### src/ipx_pkg.sv
// package for the ip module converter bus slave
// assumes a 25 mhz bus clock shared by all files
`default_nettype none
package ipx_pkg;
   // ---------------------------------------------------------------
   // address map
   // ---------------------------------------------------------------
   localparam int ADDR_W = 6;
   localparam int DATA_W = 16;
   localparam int CODE_W = 12;
   localparam int CHAN_N = 8;
   localparam int ID_WORDS = 32;
   localparam logic [5:0] IO_MASK = 6'h38;
   localparam logic [5:0] IO_BASE = 6'h00;
   localparam logic [5:0] ID_MASK = 6'h20;
   localparam logic [5:0] ID_BASE = 6'h00;
   localparam int BANK_BIT = 2;
   // ---------------------------------------------------------------
   // values after reset
   // ---------------------------------------------------------------
   localparam logic [11:0] MID_CODE = 12'h800;
   localparam logic [11:0] CODE_STEPS_M1 = 12'hfff;
   // identity values below are arbitrary
   localparam logic [7:0] ID_MAKER = 8'h5a;
   localparam logic [7:0] ID_MODEL = 8'h3c;
   localparam logic [7:0] ID_REV = 8'h01;
   localparam logic [7:0] ID_LEN = 8'h0c;
   // ---------------------------------------------------------------
   // bus limit: data release after the strobe ends
   // ---------------------------------------------------------------
   localparam int REL_NS = 40;
   localparam int CLK_NS = 40;
   localparam int REL_CYC = (REL_NS / CLK_NS < 1) ? 1 : REL_NS / CLK_NS;
endpackage
`default_nettype wire

### src/ipx_conv_if.sv
// interface from the engine to the converter bank
// assumes one clock domain
`default_nettype none
interface ipx_conv_if;
   logic [1:0] cs;
   logic wr;
   logic rd;
   logic [1:0] chan;
   logic [15:0] wdata;
   logic [11:0] rdata;
   modport eng (output cs, output wr, output rd, output chan,
      output wdata, input rdata);
   modport bank (input cs, input wr, input rd, input chan,
      input wdata, output rdata);
endinterface
`default_nettype wire

### src/ipx_conv_bank.sv
// converter bank: two quad converters, double-buffered codes
// assumes strobes from the engine, one cycle wide
`default_nettype none
module ipx_conv_bank
   import ipx_pkg::*;
(
   // clock and reset
   input wire logic clk,
   input wire logic resetn,
   input wire logic ce,
   // engine side
   ipx_conv_if.bank cv,
   // analog side codes
   output logic [CHAN_N*CODE_W-1:0] dac_code
);
   // ---------------------------------------------------------------
   // per channel input and output registers
   // ---------------------------------------------------------------
   logic [CODE_W-1:0] in_q [CHAN_N];
   logic [CODE_W-1:0] in_d [CHAN_N];
   logic [CODE_W-1:0] out_q [CHAN_N];
   logic [CODE_W-1:0] out_d [CHAN_N];
   genvar g;
   generate
      for (g = 0; g < CHAN_N; g++) begin : g_ch
         localparam logic [1:0] CH = 2'(g % 4);
         localparam int BK = g / 4;
         always_comb begin
            in_d[g] = in_q[g];
            if (cv.wr && cv.cs[BK] && cv.chan == CH) begin
               in_d[g] = cv.wdata[CODE_W-1:0];
            end
            // second stage follows first one cycle later
            out_d[g] = in_q[g];
         end
         always_ff @(posedge clk or negedge resetn) begin
            if (!resetn) begin
               in_q[g] <= MID_CODE;
               out_q[g] <= MID_CODE;
            end else if (ce) begin
               in_q[g] <= in_d[g];
               out_q[g] <= out_d[g];
            end
         end
         assign dac_code[g*CODE_W +: CODE_W] = out_q[g];
      end
   endgenerate
   always_comb begin
      cv.rdata = 12'h000;
      // gated so only a read cycle puts a code on the bus
      if (cv.rd) begin
         cv.rdata = in_q[{cv.cs[1], cv.chan}];
      end
   end
endmodule
`default_nettype wire

### src/ipx_engine.sv
// ip module transfer engine for an eight channel converter module
// assumes carrier is bus master; strobes synchronous to clk
`default_nettype none
module ipx_engine
   import ipx_pkg::*;
(
   // clock and reset
   input wire logic clk,
   input wire logic resetn,
   input wire logic ce,
   // ip bus selects and controls
   input wire logic io_sel_n,
   input wire logic id_sel_n,
   input wire logic mem_sel_n,
   input wire logic int_sel_n,
   input wire logic dma_ack_n,
   input wire logic rw_n,
   input wire logic be0_n,
   input wire logic be1_n,
   input wire logic hold,
   input wire logic [ADDR_W:1] addr,
   // host data bus
   input wire logic [DATA_W-1:0] host_data_in,
   output logic [DATA_W-1:0] host_data_out,
   output logic host_data_oe,
   output logic ack_n,
   output logic int_req0_n,
   output logic int_req1_n,
   output logic dma_req_n,
   // transceiver and converter strobes
   output logic xcvr_oe_n,
   output logic xcvr_dir_h2c,
   output logic first_quad_converter_cs_n,
   output logic second_quad_converter_cs_n,
   output logic conv_wr_n,
   output logic conv_rd_n,
   // analog codes
   output logic [CHAN_N*CODE_W-1:0] dac_code
);
   // ---------------------------------------------------------------
   // decode
   // ---------------------------------------------------------------
   typedef enum logic [1:0] {S_IDLE, S_DONE} ipx_state_t;
   ipx_state_t st_q, st_d;
   logic [5:0] a6;
   logic io_hit, id_hit, word_xfer;
   logic ack_n_q, ack_n_d, oe_q, oe_d;
   logic xoe_n_q, xoe_n_d, dir_q, dir_d;
   logic cs1_n_q, cs1_n_d, cs2_n_q, cs2_n_d;
   logic wr_n_q, wr_n_d, rd_n_q, rd_n_d;
   logic [15:0] dout_q, dout_d;
   logic [15:0] id_word;
   ipx_conv_if cv();
   // addr is already a word address, so no byte bit sits below it
   assign a6 = addr;
   assign io_hit = !io_sel_n && ((a6 & IO_MASK) == IO_BASE);
   assign id_hit = !id_sel_n && ((a6 & ID_MASK) == ID_BASE);
   // both lanes enabled means a word
   assign word_xfer = !be0_n && !be1_n;
   ipx_id_rom u_rom (
      .idx(addr[5:1]),
      .word(id_word)
   );
   ipx_conv_bank u_bank (
      .clk(clk),
      .resetn(resetn),
      .ce(ce),
      .cv(cv),
      .dac_code(dac_code)
   );
   assign cv.cs = io_hit ? (addr[3] ? 2'b10 : 2'b01) : 2'b00;
   assign cv.chan = addr[2:1];
   assign cv.wdata = host_data_in;
   assign cv.wr = (st_q == S_IDLE) && io_hit && !rw_n && word_xfer
      && !hold;
   assign cv.rd = (st_q == S_IDLE) && io_hit && rw_n && !hold;
   // ---------------------------------------------------------------
   // sequencer
   // ---------------------------------------------------------------
   always_comb begin
      // defaults leave a miss fully idle
      st_d = st_q;
      ack_n_d = 1'b1;
      oe_d = 1'b0;
      xoe_n_d = 1'b1;
      dir_d = 1'b0;
      cs1_n_d = 1'b1;
      cs2_n_d = 1'b1;
      wr_n_d = 1'b1;
      rd_n_d = 1'b1;
      dout_d = 16'h0000;
      unique case (st_q)
         S_IDLE: begin
            if (!hold && (io_hit || id_hit)) begin
               ack_n_d = 1'b0;
               st_d = S_DONE;
               if (id_hit) begin
                  oe_d = rw_n;
                  dout_d = id_word;
               end else begin
                  xoe_n_d = !(rw_n || word_xfer);
                  dir_d = !rw_n;
                  oe_d = rw_n;
                  cs1_n_d = !cv.cs[0];
                  cs2_n_d = !cv.cs[1];
                  wr_n_d = !cv.wr;
                  rd_n_d = !cv.rd;
                  dout_d = {4'h0, cv.rdata};
               end
            end
         end
         S_DONE: begin
            // everything released the cycle after ack
            // waiting for both selects high stops a double ack
            if (io_sel_n && id_sel_n) begin
               st_d = S_IDLE;
            end
         end
      endcase
   end
   always_ff @(posedge clk or negedge resetn) begin
      if (!resetn) begin
         st_q <= S_IDLE;
         ack_n_q <= 1'b1;
         oe_q <= 1'b0;
         xoe_n_q <= 1'b1;
         dir_q <= 1'b0;
         cs1_n_q <= 1'b1;
         cs2_n_q <= 1'b1;
         wr_n_q <= 1'b1;
         rd_n_q <= 1'b1;
         dout_q <= 16'h0000;
      end else if (ce) begin
         st_q <= st_d;
         ack_n_q <= ack_n_d;
         oe_q <= oe_d;
         xoe_n_q <= xoe_n_d;
         dir_q <= dir_d;
         cs1_n_q <= cs1_n_d;
         cs2_n_q <= cs2_n_d;
         wr_n_q <= wr_n_d;
         rd_n_q <= rd_n_d;
         dout_q <= dout_d;
      end
   end
   // ---------------------------------------------------------------
   // outputs
   // ---------------------------------------------------------------
   assign ack_n = ack_n_q;
   assign host_data_oe = oe_q;
   assign host_data_out = dout_q;
   assign xcvr_oe_n = xoe_n_q;
   assign xcvr_dir_h2c = dir_q;
   assign first_quad_converter_cs_n = cs1_n_q;
   assign second_quad_converter_cs_n = cs2_n_q;
   assign conv_wr_n = wr_n_q;
   assign conv_rd_n = rd_n_q;
   // request lines tied inactive, selects ignored
   assign int_req0_n = 1'b1;
   assign int_req1_n = 1'b1;
   assign dma_req_n = 1'b1;
   // ---------------------------------------------------------------
   // assertions
   // ---------------------------------------------------------------
   property p_no_irq;
      @(posedge clk) disable iff (!resetn)
         int_req0_n && int_req1_n && dma_req_n;
   endproperty
   a_no_irq: assert property (p_no_irq) else $error("request raised");
   property p_mem_ign;
      @(posedge clk) disable iff (!resetn)
         (ce && st_q == S_IDLE && !mem_sel_n && io_sel_n && id_sel_n)
         |=> ack_n;
   endproperty
   a_mem_ign: assert property (p_mem_ign) else $error("mem acked");
   property p_id_ack;
      @(posedge clk) disable iff (!resetn)
         (ce && st_q == S_IDLE && id_hit && !hold) |=> !ack_n
         && (oe_q == $past(rw_n));
   endproperty
   a_id_ack: assert property (p_id_ack) else $error("id ack late");
   property p_io_ack;
      @(posedge clk) disable iff (!resetn)
         (ce && st_q == S_IDLE && io_hit && !hold) |=> !ack_n;
   endproperty
   a_io_ack: assert property (p_io_ack) else $error("io ack late");
   property p_hold;
      @(posedge clk) disable iff (!resetn)
         (ce && st_q == S_IDLE && hold) |=> ack_n && conv_wr_n;
   endproperty
   a_hold: assert property (p_hold) else $error("ack in hold");
   property p_byte;
      @(posedge clk) disable iff (!resetn)
         (ce && !word_xfer) |=> conv_wr_n;
   endproperty
   a_byte: assert property (p_byte) else $error("byte write strobe");
   property p_bank;
      @(posedge clk) disable iff (!resetn)
         (ce && cv.cs != 2'b00 && st_q == S_IDLE && !hold)
         |=> (first_quad_converter_cs_n == $past(addr[3]))
         && (second_quad_converter_cs_n == !$past(addr[3]));
   endproperty
   a_bank: assert property (p_bank) else $error("wrong bank");
   property p_rel;
      @(posedge clk) disable iff (!resetn)
         (ce && !ack_n) |=> xcvr_oe_n && !host_data_oe;
   endproperty
   a_rel: assert property (p_rel) else $error("bus not released");
   property p_miss;
      @(posedge clk) disable iff (!resetn)
         (ce && !io_hit && !id_hit) |=> ack_n && xcvr_oe_n
         && first_quad_converter_cs_n && second_quad_converter_cs_n;
   endproperty
   a_miss: assert property (p_miss) else $error("miss acted");
   // ---------------------------------------------------------------
   // assertions: decode and data paths
   // ---------------------------------------------------------------
   property p_int_ign;
      @(posedge clk) disable iff (!resetn)
         (ce && st_q == S_IDLE && io_sel_n && id_sel_n
         && (!int_sel_n || !dma_ack_n)) |=> ack_n;
   endproperty
   a_int_ign: assert property (p_int_ign) else $error("int acked");
   property p_part;
      @(posedge clk) disable iff (!resetn)
         (ce && !io_sel_n && id_sel_n && addr[6:4] != 3'h0) |=> ack_n
         && first_quad_converter_cs_n && second_quad_converter_cs_n;
   endproperty
   a_part: assert property (p_part) else $error("partial io");
   property p_id_part;
      @(posedge clk) disable iff (!resetn)
         (ce && !id_sel_n && io_sel_n && addr[6])
         |=> ack_n && !host_data_oe;
   endproperty
   a_id_part: assert property (p_id_part) else $error("partial id");
   property p_wr_path;
      @(posedge clk) disable iff (!resetn)
         (ce && st_q == S_IDLE && io_hit && !hold && !rw_n && word_xfer)
         |=> !xcvr_oe_n && xcvr_dir_h2c && !conv_wr_n && !host_data_oe;
   endproperty
   a_wr_path: assert property (p_wr_path) else $error("write path");
   property p_rd_path;
      @(posedge clk) disable iff (!resetn)
         (ce && st_q == S_IDLE && io_hit && !hold && rw_n)
         |=> !xcvr_oe_n && !xcvr_dir_h2c && !conv_rd_n && host_data_oe;
   endproperty
   a_rd_path: assert property (p_rd_path) else $error("read path");
   property p_hi_bank;
      @(posedge clk) disable iff (!resetn)
         (ce && st_q == S_IDLE && io_hit && !hold && addr[3])
         |=> !second_quad_converter_cs_n && first_quad_converter_cs_n;
   endproperty
   a_hi_bank: assert property (p_hi_bank) else $error("high bank");
   property p_one_cs;
      @(posedge clk) disable iff (!resetn)
         first_quad_converter_cs_n || second_quad_converter_cs_n;
   endproperty
   a_one_cs: assert property (p_one_cs) else $error("both banks");
   property p_ack1;
      @(posedge clk) disable iff (!resetn)
         (ce && !ack_n) |=> ack_n;
   endproperty
   a_ack1: assert property (p_ack1) else $error("ack stuck");
   property p_top0;
      @(posedge clk) disable iff (!resetn)
         (ce && st_q == S_IDLE && io_hit && !hold && rw_n)
         |=> host_data_out[15:12] == 4'h0;
   endproperty
   a_top0: assert property (p_top0) else $error("read top bits");
   // ---------------------------------------------------------------
   // cover points
   // ---------------------------------------------------------------
   c_wr: cover property (@(posedge clk) disable iff (!resetn)
      !conv_wr_n && xcvr_dir_h2c);
   c_rd: cover property (@(posedge clk) disable iff (!resetn)
      !conv_rd_n && !second_quad_converter_cs_n);
   c_id: cover property (@(posedge clk) disable iff (!resetn)
      !ack_n && xcvr_oe_n && host_data_oe);
   c_hold: cover property (@(posedge clk) disable iff (!resetn)
      st_q == S_IDLE && io_hit && hold);
   c_hi: cover property (@(posedge clk) disable iff (!resetn)
      !second_quad_converter_cs_n && !conv_wr_n);
endmodule
`default_nettype wire

### src/ipx_id_rom.sv
// identification word pattern, emulated prom
// assumes a registered word index
`default_nettype none
module ipx_id_rom
   import ipx_pkg::*;
(
   // lookup
   input wire logic [4:0] idx,
   output logic [15:0] word
);
   always_comb begin
      unique case (idx)
         5'h00: word = 16'h0049;
         5'h01: word = 16'h0050;
         5'h02: word = 16'h0041;
         5'h03: word = 16'h0043;
         5'h04: word = {8'h00, ID_MAKER};
         5'h05: word = {8'h00, ID_MODEL};
         5'h06: word = {8'h00, ID_REV};
         5'h07: word = 16'h0000;
         5'h08: word = 16'h0000;
         5'h09: word = 16'h0000;
         5'h0a: word = 16'h0000;
         5'h0b: word = {8'h00, ID_LEN};
         default: word = 16'h0000;
      endcase
   end
endmodule
`default_nettype wire

### config.mk
export PLATFORM = sky130hd
export DESIGN_NAME = ipx_engine
export DESIGN_NICKNAME = d
export VERILOG_FILES = /design/src/ipx_pkg.sv /design/src/ipx_conv_if.sv /design/src/ipx_conv_bank.sv /design/src/ipx_engine.sv /design/src/ipx_id_rom.sv
export SDC_FILE = /design/constraint.sdc
export NUM_CORES = 1
export LEC_CHECK = 0
export ABC_CLOCK_PERIOD_IN_PS = 2000
export BUFFER_PORTS_ARGS = -buffer_cell sky130_fd_sc_hd__clkbuf_2
export CORE_MARGIN = 2
export CORE_UTILIZATION = 56
export DETAILED_ROUTE_END_ITERATION = 10
export GPL_TIMING_DRIVEN = 0
export HOLD_SLACK_MARGIN = 0.03
export PLACE_DENSITY = 0.8
export SYNTH_ARGS = -nofsm -noshare
export SYNTH_HDL_FRONTEND = slang
export SYNTH_SLANG_ARGS = --single-unit
export TNS_END_PERCENT = 10
### constraint.sdc
create_clock -name clk -period 2 [get_ports clk]
set_input_delay 0.4 -clock clk [delete_from_list [all_inputs] [get_ports clk]]
set_output_delay 0.4 -clock clk [all_outputs]
set_load 0.005 [all_outputs]
==> flow_metrics.tcl, run 1 <==
set metrics [dict create \
    status "complete, no violations" \
    nets 766 \
    worstSkewPairLatency_ns 0.51 \
    busiest_layer "met2" \
    finalClockSkew_ns 0.0258 \
    core_sq_um 16400 \
    netlist_area_sq_um 9280 \
    combPwrFrac_pct 5.1 \
    cp-end-kind "flip-flop" \
    use_met3_pct 5.06 \
    dp.cells 927 \
    fin_tns_setup_ns 0 \
    synth_top_area_share_pct 51.5 \
    place.port_buffers 138 \
    critPathMaxFanout 10 \
    synth_area_leaders "dfrtp_1 (52%), mux2_2 (14%), mux2_4 (13%)" \
    cts_tree "built" \
    path_class "primary input to flip-flop" \
    synth-seq-cells 213 \
    grt_pass1_wl_mm 35.8 \
    critPathArrivalTime_ns 2.34 \
    worstMarginPinSlew_ns 0.972 \
    die_y_um 133 \
    seqPwrFrac_pct 48.8 \
    grt_antenna_before_repair 0 \
    start_util_pct 56.5 \
    cap_viol_max_count 0 \
    powerDensity_nw_per_um2 811 \
    cts_max_path_buffers 3 \
    setup_viol 0 \
    dieArea_sq_um 17600 \
    hold_viol 0 \
    die_w_um 133 \
    synth_area_per_cell_sq_um 16.5 \
    dp.final_hpwl_mm 15.3 \
    yosys-top-cells-count "dfrtp_1 (191), mux2_2 (112), mux2_4 (80)" \
    drc 0 \
    synth.distinct_cells 46 \
    power.leakage_nw 5.87 \
    critical_path.cell_chain "clkbuf_2 > or4_4 > or2_2 > clkbuf_1 > buf_4 > mux2i_2 > o221ai_1" \
    place_congestion 0.915 \
    power.clock.fraction_pct 46.1 \
    synth_top_area_cell "dfrtp_1" \
    period_minus_slack_ns 1.98 \
    rsz0062_at_grt "false" \
    routed-via-count 5711 \
    synth-main-ff-cell "dfrtp_1" \
    grt_start_max_net_pins 113 \
    startpoint_type "primary input" \
    clkTransAtPathRegs_ns 0.06 \
    stdcell_count 968 \
    h-tree-depth 1 \
    timing.hold.ws_ns 0.0237 \
    grtUsageMet1_pct 38.6 \
    io_pins 157 \
    wl_per_cell_um 23.8 \
    syn_inst 563 \
    synth-async-reset-ratio_pct 100 \
    min_path_type "primary input to async pin" \
    sw_frac_of_total_pct 22.3 \
    first_global_vias 5990 \
    clockRootBuffer "clkbuf_16" \
    crit_required_ns 2.37 \
    cts_sinks 213 \
    timing.slew.headroom_pct 35.2 \
    crit_buf_inv 3 \
    drt.antenna.violating_nets 0 \
    synth_edf_count 0 \
    final_cell_area_sq_um 11100 \
    period_share_pct 98.9 \
    placed_cell_area_sq_um 10300 \
    cts_buffers 22 \
    grt.total_usage_pct 26.6 \
    grt_util_met2_pct 41.4 \
    ys_warn_count 0 \
    ys_seq_area_share_pct 57.8 \
    crit_family "simple AND/OR/NAND/NOR gates" \
    critical_path.max_stage_delay_ns 0.58 \
    maxSlewViolCount 0 \
    peakVddDrop_mv 0.602 \
    internal_power_mw 6.98 \
    drive_above_1_share_pct 61.0 \
    area_growth_pct 19.5 \
    critical_path.slowest_cell "or4_4" \
    max_freq_mhz 506 \
    rows 47 \
    diodes 0 \
    drt_first_pass_iters 5 \
    power.switching_mw 2.01 \
    routed_wl_mm 23.0 \
    drtIter0Drc 436 \
    viasPerCell 5.90 \
    overflow 0 \
    yosysMostFrequentCell "dfrtp_1" \
]
## kinds of logic (layout without fill, tap and decap cells)
kind of cell / after synthesis / count (layout) / share of synthesized area (%)
other: 2 / 7 / 0.0810
DFF: 213 / 213 / 57.8
buffers and inverters: 44 / 224 / 2.87
and+or+nand+nor: 47 / 47 / 3.12
AOI/OAI and AO/OA: 29 / 29 / 2.50
muxes: 228 / 228 / 33.7
## routing by layer
layer,wire (um),part of all wire (%)
met5,0,0
met4,669,2.9
met3,1720,7.5
met2,10600,46
met1,9990,43
## placed cells by master (no fill, tap or decap), types with 8 or more instances in the layout
cell type	instances
dfstp_2	22
buf_4	8
clkbuf_2	141
mux2i_1	10
mux4_2	24
nor2_1	16
dfrtp_1	191
mux2_4	80
clkbuf_16	23
mux2_2	112
clkbuf_1	18
nand2_1	8
## worst register-to-register path, delay by kind of cell (launching register included)
kind / cells / cell delay (ns)
simple gates: 2 / 0.52
flops: 1 / 0.48
buf+inv: 2 / 0.34
mux: 1 / 0.32
## power by group through the flow
| stage | clock (mW) | sequential, mW | combinational, mW |
|---|---|---|---|
| CTS | 4.18 | 4.38 | 0.460 |
| global route | 4.35 | 4.39 | 0.499 |
| detailed placement | 0 | 4.46 | 0.455 |
| global placement | 0 | 4.46 | 0.429 |
| finish | 4.14 | 4.39 | 0.459 |
| floorplan | 0 | 4.45 | 0.209 |
## state kept, by name, summed over array words and instances (netlist names)
signal	cells
st_q	1
second_quad_converter_cs_n	1
host_data_out	12
conv_wr_n	1
u_bank.dac_code	96
host_data_oe	1
ack_n	1
u_bank.in_q	96
conv_rd_n	1
xcvr_oe_n	1
xcvr_dir_h2c	1
first_quad_converter_cs_n	1
## path summary, 6_finish.rpt
| path | start | end | slack [ns] | depth (start not counted) |
|---|---|---|---|---|
| setup / recovery | io_sel_n | host_data_out[3] | 0.02 | 7 |
| setup reg to reg | st_q[0] | u_bank.in_q[14] | 0.24 | 5 |
| max in group asynchronous | resetn | u_bank.dac_code[95] | 0.97 | 2 |
| min in group clk | rw_n | host_data_oe | 0.19 | 2 |
| hold reg to reg | ack_n | ack_n | 0.49 | 2 |
| hold / removal | resetn | u_bank.in_q[25] | 0.02 | 1 |
## area by class of cell
cell class / count / area [sq um]
fill: 1101 / 5320
clock buffer: 30 / 632
timing repair buffer: 140 / 747
tap: 220 / 275
multi-input combinational: 311 / 3700
clock inverter: 10 / 103
inverter: 4 / 15.0
buffer: 40 / 260
sequential: 213 / 5360
## per-stage QoR
stage               total power [mW]  setup WS (ns)  util, %
finish                          8.99         0.0221     67.6
global route                    9.24         0.0160     67.6
CTS                             9.03        -0.0173     67.4
detailed placement              4.91         -0.826     62.8
global placement                4.89          -3.29     62.6
floorplan                       4.66         -0.198        -
## repair_timing
action	in CTS	in global routing
setup endpoints to repair	53	64
pin swaps	3	1
buffers inserted	0	1
hold buffers	0	0
gates resized for setup	9	4
Note: power is estimated with default switching activity, not from simulation.
==> inputs of run 2 (changes only) <==
- ABC_CLOCK_PERIOD_IN_PS: 2000 -> 1700
- CORE_UTILIZATION: 56 -> 51
- PLACE_DENSITY: 0.8 -> 0.76
- clock period: 2 -> 1.7 ns (I/O delays scaled with it)
==> run 2 against run 1 <==
  * The run now ends with negative setup slack left
  * Global-route usage is 1.9 points lower
  * Worst hold slack better by 0.14 ns
  * Largest power group unchanged
  * Cell area is 1.8% higher
  * Power is 18% higher
  * Sequential share of layout area is 0.86 points lower
  * Utilization is 4.5 points lower
  * Clock power is 18% higher
  * Sequential power is 18% higher
==> flow_metrics.tcl, run 2 (synthesized netlist as in run 1, its figures left out) <==
set metrics [dict create \
    routed-via-count 5769 \
    cts_tree "built" \
    multi_input_area_sq_um 3740 \
    layout_commonest_cell "dfrtp_1" \
    holdPathStages 3 \
    die_y_um 139 \
    grt.total_usage_pct 24.7 \
    routed_wl_mm 24.2 \
    grt_start_max_net_pins 113 \
    maxSlewViolCount 0 \
    critical_path.cell_chain "nor3_4 > buf_12 > and4_4 > clkbuf_16 > mux2_4" \
    nets 774 \
    finalClockSkew_ns 0.0169 \
    placed_cell_area_sq_um 10300 \
    critPathMaxFanout 6 \
    peakVddDrop_mv 0.675 \
    clkTransAtPathRegs_ns 0.06 \
    min_from "be0_n" \
    hold_viol 0 \
    drtIter0Drc 384 \
    sw_frac_of_total_pct 22.7 \
    cts_buffers 22 \
    viasPerCell 5.86 \
    min_path_type "primary input to flip-flop" \
    dp_slack_ns -1.15 \
    setup_viol 10 \
    timing.hold.ws_ns 0.166 \
    grt_pass1_wl_mm 36.5 \
    cp-end-kind "flip-flop" \
    combPwrFrac_pct 5.3 \
    power_mw 10.6 \
    final_cell_area_sq_um 11300 \
    crit_family "simple AND/OR/NAND/NOR gates" \
    cts_max_path_buffers 3 \
    io_pins 157 \
    worst_slack_ns -0.0221 \
    cap_viol_max_count 0 \
    start_util_pct 51.8 \
    dieArea_sq_um 19300 \
    drt.antenna.violating_nets 0 \
    layout_common_cells "dfrtp_1 (190), clkbuf_2 (144), mux2_2 (112)" \
    power.clock.fraction_pct 46.0 \
    power.leakage_nw 5.94 \
    powerDensity_nw_per_um2 939 \
    period_minus_slack_ns 1.72 \
    r2r_cells 5 \
    stdcell_count 984 \
    critPathArrivalTime_ns 2.11 \
    violations "negative setup slack" \
    crit_buf_inv 2 \
    cts_sinks 213 \
    first_global_vias 5993 \
    max_freq_mhz 581 \
    startpoint_type "flip-flop" \
    period_share_pct 101 \
    core_sq_um 17900 \
    seqPwrFrac_pct 48.7 \
    place_congestion 0.872 \
    status "finished with violations" \
    seqCellArea_sq_um 5360 \
    r2r-end "u_bank.in_q[19]" \
    nFillCells 1349 \
    die_w_um 139 \
    timing.slew.headroom_pct 32.1 \
    critical_path.max_stage_delay_ns 0.47 \
    h-tree-depth 1 \
    place.port_buffers 138 \
    rows 49 \
    drt_first_pass_iters 5 \
    wl_per_cell_um 24.6 \
    min_to "xcvr_oe_n" \
    clockRootBuffer "clkbuf_16" \
    path_class "flip-flop to flip-flop" \
    rsz0062_at_grt "true" \
    drc 0 \
    worstSkewPairLatency_ns 0.52 \
    worstMarginPinSlew_ns 1.02 \
    dp.cells 936 \
    area_growth_pct 21.7 \
    critical_path.slowest_cell "dfrtp_2" \
    grt_antenna_before_repair 0 \
    dp.final_hpwl_mm 15.6 \
    drive_above_1_share_pct 62.3 \
    power.switching_mw 2.41 \
    overflow 0 \
    regToRegSetupSlack_ns -0.02 \
    internal_power_mw 8.19 \
    diodes 0 \
    rr_startpoint "st_q[0]" \
    crit_required_ns 2.09 \
]
==> run 2: cell types whose count changed in the layout (fill, tap and decap cells not counted), sizes merged <==
cell         delta
clkinvlp        -1
buf             +7
clkbuf          +1
dlygate4sd3     +1
clkinv          -1
==> run 2: routing by layer <==
layer	up-vias	track usage, %	part of all wire [%]
met5	-	0	0
met4	0	7.44	2.4
met3	44	4.14	6.9
met2	267	38.6	47
met1	3047	36.0	43
li1	2411	-	-
==> run 2: worst max path at each step <==
stage                         from                   to  cells after the start
after floorplan               rw_n      u_bank.in_q[13]                      5
after global placement      resetn  u_bank.dac_code[38]                      1
after detailed placement   addr[1]     host_data_out[3]                      5
after CTS                 io_sel_n      u_bank.in_q[21]                      7
after global routing       st_q[0]      u_bank.in_q[22]                      5
final                      st_q[0]      u_bank.in_q[19]                      5
==> run 2: worst reg2reg max path, cell delays in order, from the launching register on <==
cell       delay [ns]
dfrtp_2          0.47
nor3_4           0.24
buf_12           0.14
and4_4           0.29
clkbuf_16        0.19
mux2_4           0.29
==> run 2: layout make-up <==
type / instances / area share, %
plain buffers: 39 / 2.66
clock inverters: 8 / 0.898
multi-input cells: 311 / 33.2
clock buffers: 31 / 5.53
well taps: 229 / 2.54
repair buffers: 149 / 7.59
flip-flops and latches: 213 / 47.5
inverters: 4 / 0.133
==> run 2: repair_timing <==
| action | 4_1_cts | 5_1_grt |
|---|---|---|
| pin swaps | 2 | 2 |
| setup endpoints to repair | 126 | 99 |
| hold endpoints to repair | 79 | 0 |
| gates cloned | 0 | 2 |
| setup buffers | 2 | 5 |
| hold buffers | 1 | 0 |
| gates resized for setup | 23 | 19 |
==> run 2: metrics by stage <==
step	TNS, ns	utilization, %
after CTS	-0.229	62.2
after floorplan	-33.91	-
after detailed placement	-117.51	57.6
after global routing	-1.39	63.1
final	-0.110	63.1
after global placement	-831.35	57.4
==> run 2: power groups by stage <==
stage	clock network (mW)	registers, mW	logic (mW)
finish	4.87	5.16	0.564
global route	5.15	5.16	0.611
CTS	4.92	5.16	0.552
detailed placement	0	5.25	0.538
global placement	0	5.24	0.509
floorplan	0	5.24	0.245
==> inputs of run 3 (changes only) <==
- ABC_CLOCK_PERIOD_IN_PS: 1700 -> 1500
- GPL_TIMING_DRIVEN: 0 -> not set
- clock period: 1.7 -> 1.5 ns (I/O delays scaled with it)
==> run 3 against run 2 <==
  * The run still ends with negative setup slack left
  * First-iteration DRC count is 0.26% lower
  * Via count fell by 3.0%
  * Highest routed layer unchanged
  * Clock skew rose by 0.0095 ns
  * Cell area increased by 3.5%
  * Worst setup slack worse by 0.16 ns
  * Sequential share of layout area down 1.6 points
  * Die area did not move
  * Clock power increased by 18%
==> flow_metrics.tcl, run 3 (synthesized netlist as in run 1, its figures left out) <==
set metrics [dict create \
    violations "negative setup slack" \
    grt_start_max_net_pins 64 \
    io_pins 157 \
    min_path_type "primary input to flip-flop" \
    cts_tree "built" \
    layout_commonest_cell "dfrtp_1" \
    drc 0 \
    worst_slack_ns -0.186 \
    drt_first_pass_iters 4 \
    grt.total_usage_pct 22.9 \
    powerDensity_nw_per_um2 1050 \
    cap_viol_max_count 0 \
    dieArea_sq_um 19300 \
    dp.final_hpwl_mm 15.5 \
    diodes 0 \
    wl_per_cell_um 21.4 \
    layout_common_cells "dfrtp_1 (191), clkbuf_2 (137), mux2_2 (111)" \
    die_y_um 139 \
    critPathMaxFanout 7 \
    cp-end-kind "flip-flop" \
    setup_viol 96 \
    max_freq_mhz 593 \
    drt.antenna.violating_nets 0 \
    critPathArrivalTime_ns 2.06 \
    power.leakage_nw 6.14 \
    worstSkewPairLatency_ns 0.51 \
    nets 804 \
    timing.hold.ws_ns 0.143 \
    rsz0062_at_grt "true" \
    period_minus_slack_ns 1.69 \
    drive_above_1_share_pct 65.1 \
    clkTransAtPathRegs_ns 0.06 \
    finalClockSkew_ns 0.0264 \
    clockRootBuffer "clkbuf_16" \
    place_congestion 0.885 \
    h-tree-depth 1 \
    core_sq_um 17900 \
    grt_antenna_before_repair 0 \
    place.port_buffers 142 \
    die_w_um 139 \
    routed_wl_mm 21.7 \
    path_class "primary input to flip-flop" \
    cts_buffers 23 \
    placed_cell_area_sq_um 10700 \
    fin_tns_setup_ns -13.53 \
    first_global_vias 6056 \
    hold_viol 0 \
    dp_slack_ns -0.746 \
    rows 49 \
    cts_max_path_buffers 3 \
    viasPerCell 5.51 \
    startpoint_type "primary input" \
    overflow 0 \
    status "finished with violations" \
    peakVddDrop_mv 0.732 \
    crit_required_ns 1.87 \
    maxSlewViolCount 0 \
    routed-via-count 5597 \
    period_share_pct 112 \
    area_growth_pct 26.0 \
    start_util_pct 51.8 \
    nFillCells 1259 \
    drtIter0Drc 383 \
    final_cell_area_sq_um 11700 \
    cts_sinks 213 \
    grt_pass1_wl_mm 35.2 \
]
[run 3: critical path: stages]
cell and delay, ns:
buf_6 0.09, or4_4 0.54, nor3_4 0.35, buf_6 0.18
nand3_2 0.10, buf_6 0.19, mux2_4 0.30
[run 3: through the flow]
stage	utilization [%]	power, mW	cells
after floorplan	-	6.22	568
after global placement	59.9	6.60	970
after detailed placement	59.9	6.62	970
after CTS	64.8	12.4	1015
after global routing	65.3	12.7	1016
final	65.3	12.3	1016
[run 3: final cells by class]
| class | count | area, sq um | share of cell area [%] |
|---|---|---|---|
| Multi-Input combinational cell | 311 | 3740 | 32.0 |
| Clock inverter | 11 | 140 | 1.20 |
| Clock buffer | 31 | 636 | 5.44 |
| Tap cell | 229 | 287 | 2.45 |
| Sequential cell | 213 | 5360 | 45.9 |
| Timing Repair Buffer | 217 | 1500 | 12.9 |
| Inverter | 4 | 15.0 | 0.129 |
[run 3: timing repair]
action	in CTS	in global routing
gates resized for setup	16	19
pin swaps	3	3
endpoints found under the hold margin	41	0
hold buffers	1	0
setup buffers	2	1
endpoints found under the setup margin	110	108
[run 3: final timing paths]
| path | cells after the start | endpoint | slack [ns] | start |
|---|---|---|---|---|
| setup / recovery | 7 | u_bank.in_q[43] | -0.19 | rw_n |
| hold / removal | 3 | xcvr_oe_n | 0.14 | be1_n |
| setup reg to reg | 5 | u_bank.in_q[43] | -0.16 | st_q[0] |
| hold reg to reg | 2 | ack_n | 0.49 | ack_n |
| max in group asynchronous | 3 | u_bank.in_q[2] | 0.57 | resetn |
| min in group asynchronous | 2 | u_bank.in_q[28] | 0.26 | resetn |
[run 3: routing by layer]
layer | share of wire, % | global-route usage (%)
met1 | 46 | 34.6
met2 | 46 | 35.2
met3 | 5.8 | 4.07
met4 | 1.7 | 5.32
met5 | 0 | 0
[run 3: report_power, final]
part           total, mW  switching [mW]  internal (mW)
registers           5.84          0.0410           5.80
clock network       5.73            2.23           3.50
logic              0.701           0.399          0.303
